`src/macrocell_map.vh`:
```
// constants shared by the logic-block slice
`ifndef MACROCELL_MAP_VH
`define MACROCELL_MAP_VH

// ----------------------------------------------------------------
// block dimensions
// ----------------------------------------------------------------
`define MC_COUNT 16
`define PT_COUNT 64
`define CLUSTER_TERMS 4
`define HALF_SIZE 8
`define MAX_TERMS_PER_MC 12

// ----------------------------------------------------------------
// term steering codes, two bits per logic product term
// ----------------------------------------------------------------
`define STEER_NONE 2'h0
`define STEER_LEFT 2'h1
`define STEER_OWN 2'h2
`define STEER_RIGHT 2'h3

// ----------------------------------------------------------------
// pin driver modes, two bits per pin
// ----------------------------------------------------------------
`define OE_ALWAYS 2'h0
`define OE_NEVER 2'h1
`define OE_TERM 2'h2

// ----------------------------------------------------------------
// reset values
// ----------------------------------------------------------------
`define FF_INIT 1'h0
`define PIN_OUT_INIT 16'h0000
`define PIN_OE_INIT 16'h0000
`define CLK_PREV_INIT 2'h0

`endif

```
`src/sync_bits.v`:
```
// two-flop synchroniser for a group of pin inputs
`timescale 1ns/1ns
`default_nettype none

module sync_bits #(
	parameter WIDTH = 1
) (
	input wire clk_sys_in,
	input wire rstn_in,
	input wire [WIDTH-1:0] async_in,
	output wire [WIDTH-1:0] sync_out
);

	reg [WIDTH-1:0] meta_reg;
	reg [WIDTH-1:0] sync_reg;

	// first stage is read by the second stage only
	always @(posedge clk_sys_in or negedge rstn_in) begin
		if (!rstn_in) begin
			meta_reg <= {WIDTH{1'b0}};
			sync_reg <= {WIDTH{1'b0}};
		end else begin
			meta_reg <= async_in;
			sync_reg <= meta_reg;
		end
	end

	assign sync_out = sync_reg;

endmodule

`default_nettype wire

```
`src/storage_cell.v`:
```
// one macrocell flip-flop: d or t type with shared clear and set
`timescale 1ns/1ns
`default_nettype none
`include "macrocell_map.vh"

module storage_cell (
	input wire clk_sys_in,
	input wire rstn_in,
	input wire edge_in,
	input wire sum_in,
	input wire t_type_in,
	input wire clear_in,
	input wire set_in,
	output wire q_out
);

	reg q_reg;

	always @(posedge clk_sys_in or negedge rstn_in) begin
		if (!rstn_in) begin
			q_reg <= `FF_INIT;
		end else if (clear_in) begin
			// clear beats set so both terms high give a known low
			q_reg <= 1'b0;
		end else if (set_in) begin
			q_reg <= 1'b1;
		end else if (edge_in) begin
			if (t_type_in) begin
				q_reg <= q_reg ^ sum_in;
			end else begin
				q_reg <= sum_in;
			end
		end
	end

	assign q_out = q_reg;

endmodule

`default_nettype wire

```
`src/macrocell_allocator_io.v`:
```
// logic-block slice: term allocator, sixteen macrocells and pin cells
// ----------------------------------------------------------------
// How it works
// - sixty-four logic terms are steered among sixteen macrocells.
// - a macrocell sums at most twelve terms.
// - a macrocell reaches its own and neighbouring clusters in its half.
// - each output is registered or combinational, polarity selectable.
// - the result is fed back internally in both configurations.
// - each flip-flop is configured as d type or t type.
// - each flip-flop picks one of two clock pins, also usable as inputs.
// - apart from clear and set, flip-flops change only on a rising edge of the picked clock pin.
// - shared clear and set terms act without waiting for a clock pin.
// - clear and set reach every flip-flop of the block at once.
// - all flip-flops start low after power-up.
// - a pin driver is always on, always off, or gated by a term.
// - a gated pin picks one of two enable terms shared by eight pins.
// - the first eight pins use one enable pair, the last eight another.
// - pins can act as output, input, bidirectional line or bus driver.
// ----------------------------------------------------------------
`timescale 1ns/1ns
`default_nettype none
`include "macrocell_map.vh"

module macrocell_allocator_io (
	input wire clk_sys_in,
	input wire rstn_in,
	input wire [63:0] pterm_in,
	input wire [127:0] steer_cfg_in,
	input wire [15:0] reg_mode_in,
	input wire [15:0] pol_inv_in,
	input wire [15:0] t_type_in,
	input wire [15:0] clk_pick_in,
	input wire [31:0] oe_mode_in,
	input wire [15:0] oe_pick_in,
	input wire [3:0] oe_term_in,
	input wire clear_term_in,
	input wire set_term_in,
	input wire [1:0] clk_pin_in,
	input wire [15:0] io_pin_in,
	output wire [15:0] io_pin_out,
	output wire [15:0] io_pin_oe_out,
	output wire [15:0] mc_feedback_out,
	output wire [15:0] io_feedback_out,
	output wire [1:0] clk_pin_data_out
);

	// ----------------------------------------------------------------
	// pin sampling
	// ----------------------------------------------------------------
	wire [1:0] clk_pin_sync;
	wire [15:0] io_pin_sync;
	reg [1:0] clk_prev_reg;
	wire [1:0] clk_rise;

	sync_bits #(
		.WIDTH(2)
	) u_clk_sync (
		.clk_sys_in(clk_sys_in),
		.rstn_in(rstn_in),
		.async_in(clk_pin_in),
		.sync_out(clk_pin_sync)
	);

	// pins read back so an undriven pin serves as an input
	sync_bits #(
		.WIDTH(16)
	) u_io_sync (
		.clk_sys_in(clk_sys_in),
		.rstn_in(rstn_in),
		.async_in(io_pin_in),
		.sync_out(io_pin_sync)
	);

	// clock pins are oversampled, so they must run well below half
	// the system rate to have every rising edge seen
	always @(posedge clk_sys_in or negedge rstn_in) begin
		if (!rstn_in) begin
			clk_prev_reg <= `CLK_PREV_INIT;
		end else begin
			clk_prev_reg <= clk_pin_sync;
		end
	end

	assign clk_rise = clk_pin_sync & ~clk_prev_reg;
	assign clk_pin_data_out = clk_pin_sync;
	assign io_feedback_out = io_pin_sync;

	// ----------------------------------------------------------------
	// allocator and macrocells
	// ----------------------------------------------------------------
	wire [15:0] pt_sum;
	wire [15:0] ff_q;
	reg [15:0] mc_result_next;
	reg [15:0] mc_result_reg;

	genvar m;
	genvar k;
	generate
		for (m = 0; m < `MC_COUNT; m = m + 1) begin : g_mc
			wire [3:0] own_hit;
			wire [3:0] from_left;
			wire [3:0] from_right;
			for (k = 0; k < `CLUSTER_TERMS; k = k + 1) begin : g_term
				// a term goes to one macrocell only, by its steer code
				assign own_hit[k] = pterm_in[4*m+k] &
					(steer_cfg_in[2*(4*m+k)+:2] == `STEER_OWN);
				if (m % `HALF_SIZE != 0) begin : g_left
					assign from_left[k] = pterm_in[4*(m-1)+k] &
						(steer_cfg_in[2*(4*(m-1)+k)+:2] ==
						`STEER_RIGHT);
				end else begin : g_no_left
					assign from_left[k] = 1'b0;
				end
				if (m % `HALF_SIZE != `HALF_SIZE - 1) begin : g_right
					assign from_right[k] = pterm_in[4*(m+1)+k] &
						(steer_cfg_in[2*(4*(m+1)+k)+:2] ==
						`STEER_LEFT);
				end else begin : g_no_right
					assign from_right[k] = 1'b0;
				end
			end
			// three clusters of four cap the sum at twelve terms
			assign pt_sum[m] = |{from_left, own_hit, from_right};

			storage_cell u_cell (
				.clk_sys_in(clk_sys_in),
				.rstn_in(rstn_in),
				.edge_in(clk_rise[clk_pick_in[m]]),
				.sum_in(pt_sum[m]),
				.t_type_in(t_type_in[m]),
				.clear_in(clear_term_in),
				.set_in(set_term_in),
				.q_out(ff_q[m])
			);
		end
	endgenerate

	always @* begin
		mc_result_next = (reg_mode_in & ff_q) |
			(~reg_mode_in & pt_sum);
		mc_result_next = mc_result_next ^ pol_inv_in;
	end

	// the combinational path costs one system cycle here because every
	// output leaves from a flip-flop
	always @(posedge clk_sys_in or negedge rstn_in) begin
		if (!rstn_in) begin
			mc_result_reg <= `PIN_OUT_INIT;
		end else begin
			mc_result_reg <= mc_result_next;
		end
	end

	assign io_pin_out = mc_result_reg;
	assign mc_feedback_out = mc_result_reg;

	// ----------------------------------------------------------------
	// pin drivers
	// ----------------------------------------------------------------
	wire [1:0] oe_pair_low;
	wire [1:0] oe_pair_high;
	wire [15:0] oe_next;
	reg [15:0] oe_reg;

	// each half of the block owns its own pair of enable terms
	assign oe_pair_low = oe_term_in[1:0];
	assign oe_pair_high = oe_term_in[3:2];

	genvar p;
	generate
		for (p = 0; p < `MC_COUNT; p = p + 1) begin : g_pin
			wire [1:0] pin_mode;
			wire [1:0] pin_pair;
			reg pin_oe;
			assign pin_mode = oe_mode_in[2*p+:2];
			if (p < `HALF_SIZE) begin : g_low
				assign pin_pair = oe_pair_low;
			end else begin : g_high
				assign pin_pair = oe_pair_high;
			end
			always @* begin
				case (pin_mode)
					`OE_ALWAYS: begin
						pin_oe = 1'b1;
					end
					`OE_NEVER: begin
						pin_oe = 1'b0;
					end
					`OE_TERM: begin
						pin_oe = pin_pair[oe_pick_in[p]];
					end
					default: begin
						// unused code behaves as disabled, pin stays an input
						pin_oe = 1'b0;
					end
				endcase
			end
			assign oe_next[p] = pin_oe;
		end
	endgenerate

	always @(posedge clk_sys_in or negedge rstn_in) begin
		if (!rstn_in) begin
			oe_reg <= `PIN_OE_INIT;
		end else begin
			oe_reg <= oe_next;
		end
	end

	assign io_pin_oe_out = oe_reg;

endmodule

`default_nettype wire

```
`config.mk`:
```
export PLATFORM = sky130hd
export DESIGN_NAME = macrocell_allocator_io
export DESIGN_NICKNAME = d
export VERILOG_FILES = /design/src/sync_bits.v /design/src/storage_cell.v /design/src/macrocell_allocator_io.v
export VERILOG_INCLUDE_DIRS = /design/src /design/src/src
export SDC_FILE = /design/constraint.sdc
export NUM_CORES = 1
export LEC_CHECK = 0
export ABC_CLOCK_PERIOD_IN_PS = 1600
export BUFFER_PORTS_ARGS = -buffer_cell sky130_fd_sc_hd__buf_2
export CORE_AREA = 3 3 153 155
export CTS_BUF_LIST = sky130_fd_sc_hd__clkbuf_4
export CTS_CLUSTER_DIAMETER = 30
export DETAILED_ROUTE_END_ITERATION = 10
export DIE_AREA = 0 0 156 158
export PLACE_DENSITY_LB_ADDON = 0.2
export SKIP_CTS_REPAIR_TIMING = 1
export SKIP_LAST_GASP = 1
export SYNTH_ARGS = -nofsm -noshare
export SYNTH_HDL_FRONTEND = slang
export SYNTH_SLANG_ARGS = --single-unit
```
`constraint.sdc`:
```
create_clock -name clk_sys_in -period 1.6 [get_ports clk_sys_in]
set_clock_uncertainty 0.15 [all_clocks]
set_input_delay 0.08 -clock clk_sys_in [delete_from_list [all_inputs] [get_ports clk_sys_in]]
set_output_delay 0.08 -clock clk_sys_in [all_outputs]
set_load 0.05 [all_outputs]
```
==> flow_summary.toml <==
[route]
dr.pass1.iters = 5
finalWirelength_mm = 22.9
drcViolationCount = 0
postRouteAntennaNets = 0
dr.first_iter.drc_count = 313
wire_per_inst_um = 16.6
viasPerCell = 4.66
via_count = 6452

[timing]
slew_headroom = 0.708
finalHoldViolations = 0
fmax_mhz = 571
setup_ws_ps = -152
setup_viol = 11
worstMarginPinSlew_ps = 438
final.setup.tns_ps = -1060
rsz0062_at_grt = "yes"
period_needed_ps = 1750
final_max_slew_viol_count = 0
post-route-period-util = 1.10

[clocking]
h-tree-depth = 3
path_clk_slew_ps = 170
clock_sinks = 86
cts-root-buf = "clkbuf_4"
cts_tree = "done"
numCtsBuffers = 9
cts_buffer_depth = 2
clock_latency_ps = 460

[power_and_ir_drop]
power.density_mw_per_mm2 = 701
ir_worst_vdd_mv = 0.450
p_leak_nw = 4.53

[global_route]
overflow = 0
grt_max_degree = 41
track_usage = 0.163
grt_pass1_vias = 5801
grt_first_pass_wirelength_mm = 31.0
antenna_found_initial = 2

[worst_setup_path]
worst_setup_path_end_kind = "flip-flop"
cp_num_buf_inv = 0
crit_path_max_fanout = 5
critical_path.top_delay_family = "compound AO/OA/AOI/OAI gates"
path_class = "reg -> reg"
cp.arrival_ps = 1970
critPathMaxStageDelay_ps = 440
required_ps = 1820
start_kind = "flip-flop"
crit_chain = "nand2b_4, mux2i_2, nor3_1, a311o_1, a311oi_2"
slowest_stage = "dfrtp_1"

[floorplan]
ios = 396
die_h_um = 158
die_x_um = 156
rows = 54
start_util = 0.239
dieArea_mm2 = 0.0246
core-area_mm2 = 0.0220

[placement]
hpwl_mm = 18.7
dp_slack_ps = -83.0
gp_congestion = 0.851
io_buffers = 395
dp_cells = 1241
placed_area_mm2 = 0.00783

[finish]
area_growth_pct = 78.4
layout_common_cells = "buf_2, dlygate4sd3_1, dfrtp_1"
fin_area_mm2 = 0.00936
final_common_cell = "buf_2"
fillers = 2215
nets = 1427
drive_gt1_frac = 0.457
final_util = 0.426
layoutNonFillerInstCount = 1384

[yosys]
synth_cell_types = 33
synth_seq_area_share = 0.410
syn_area_per_cell_um2 = 9.62
ys_seq_elements = 86
syn-cell-area_mm2 = 0.00525
synth_cells = 545
ys_warn_count = 0
syn_nets = 875

[min_path]
min_path_type = "in -> reg"

[status]
status = "finished, violations left"
violations = "setup timing"

[job]
maxCapViolCount = 0
[Yosys cell counts]
cell type	count	area (um2)
xor2_1	11	96.3
clkinv_1	1	3.75
clkbuf_1	7	26.3
a311o_1	11	110
a311oi_1	15	131
nand3b_1	79	593
nor2b_1	1	6.26
or4_1	3	22.5
a211oi_1	4	30.0
buf_4	16	120
o2111ai_1	14	123
and3_1	2	12.5
nand2b_4	2	27.5
mux2i_2	3	41.3
buf_2	2	10.0
a21oi_1	17	85.1
xnor2_1	5	43.8
or3_1	1	6.26
mux2i_1	41	410
nor2_1	24	90.1
mux2i_4	5	113
o21ai_0	5	25.0
dfrtp_1	86	2150
buf_6	3	33.8
nand4_1	35	219
nand3_1	52	260
nand2_1	45	169
a31oi_1	4	25.0
and3b_1	2	17.5
nor3_1	24	120
o22ai_1	11	68.8
inv_1	13	48.8
buf_1	1	3.75
[path summary, 6_finish.rpt]
kind | start | to | slack, ps | cells after the start
setup / recovery | clk_prev_reg[1]$_DFF_PN0_ | g_mc[14].u_cell.q_out$_DFFE_PN0P_ | -150 | 5
min in group asynchronous | rstn_in | u_io_sync.sync_out[9]$_DFF_PN0_ | 490 | 3
hold reg to reg | u_io_sync.meta_reg[0]$_DFF_PN0_ | u_io_sync.sync_out[0]$_DFF_PN0_ | 220 | 0
max in group asynchronous | rstn_in | io_pin_out[0]$_DFF_PN0_ | 240 | 4
setup reg to reg | clk_prev_reg[1]$_DFF_PN0_ | g_mc[14].u_cell.q_out$_DFFE_PN0P_ | -150 | 5
hold / removal | clk_pick_in[4] | g_mc[4].u_cell.q_out$_DFFE_PN0P_ | 30 | 4
[kinds of logic after synthesis]
logic type,share of synthesized area
AND/OR/NAND/NOR,0.294
AO/OA/AOI/OAI,0.114
multiplexers,0.108
XOR/XNOR,0.0267
flip-flops,0.410
buffers and inverters,0.0470
[power by group]
part | total [mW] | internal [mW] | switching (mW)
logic | 2.70 | 1.12 | 1.58
clock network | 1.39 | 0.514 | 0.873
registers | 2.47 | 2.36 | 0.110
total | 6.56 | 3.99 | 2.57
[metal layers]
metal / share of wire / vias up / track usage / routed length [um]
li1: - / 3183 / - / -
met1: 0.41 / 2989 / 0.195 / 9440
met2: 0.51 / 255 / 0.295 / 11700
met3: 0.065 / 23 / 0.0424 / 1500
met4: 0.011 / 2 / 0.0362 / 256
met5: 0.00022 / - / 0 / 5
[tightest hold or removal path, stage by stage]
cell      delay, ps
buf_2           120
mux2i_2         190
buf_4           140
a311oi_1         80
[layout make-up]
type / instances / area, um2 / area share
diodes: 2 / 5.00 / 0.000535
clock buffers: 9 / 67.6 / 0.00722
clock inverters: 7 / 91.3 / 0.00976
inverters: 14 / 52.6 / 0.00561
multi-input cells: 418 / 3000 / 0.320
flip-flops and latches: 86 / 2150 / 0.230
well taps: 280 / 350 / 0.0374
repair buffers: 568 / 3640 / 0.389
[per-stage QoR]
stage / hold WS (ps) / total power [mW]
2_1_floorplan: -366 / 3.92
3_3_place_gp: -102 / 4.90
3_5_place_dp: -94.6 / 4.91
4_1_cts: -643 / 6.33
5_1_grt: 0.991 / 6.95
6_report: 34.7 / 6.56
Note: power is estimated with default switching activity, not from simulation.
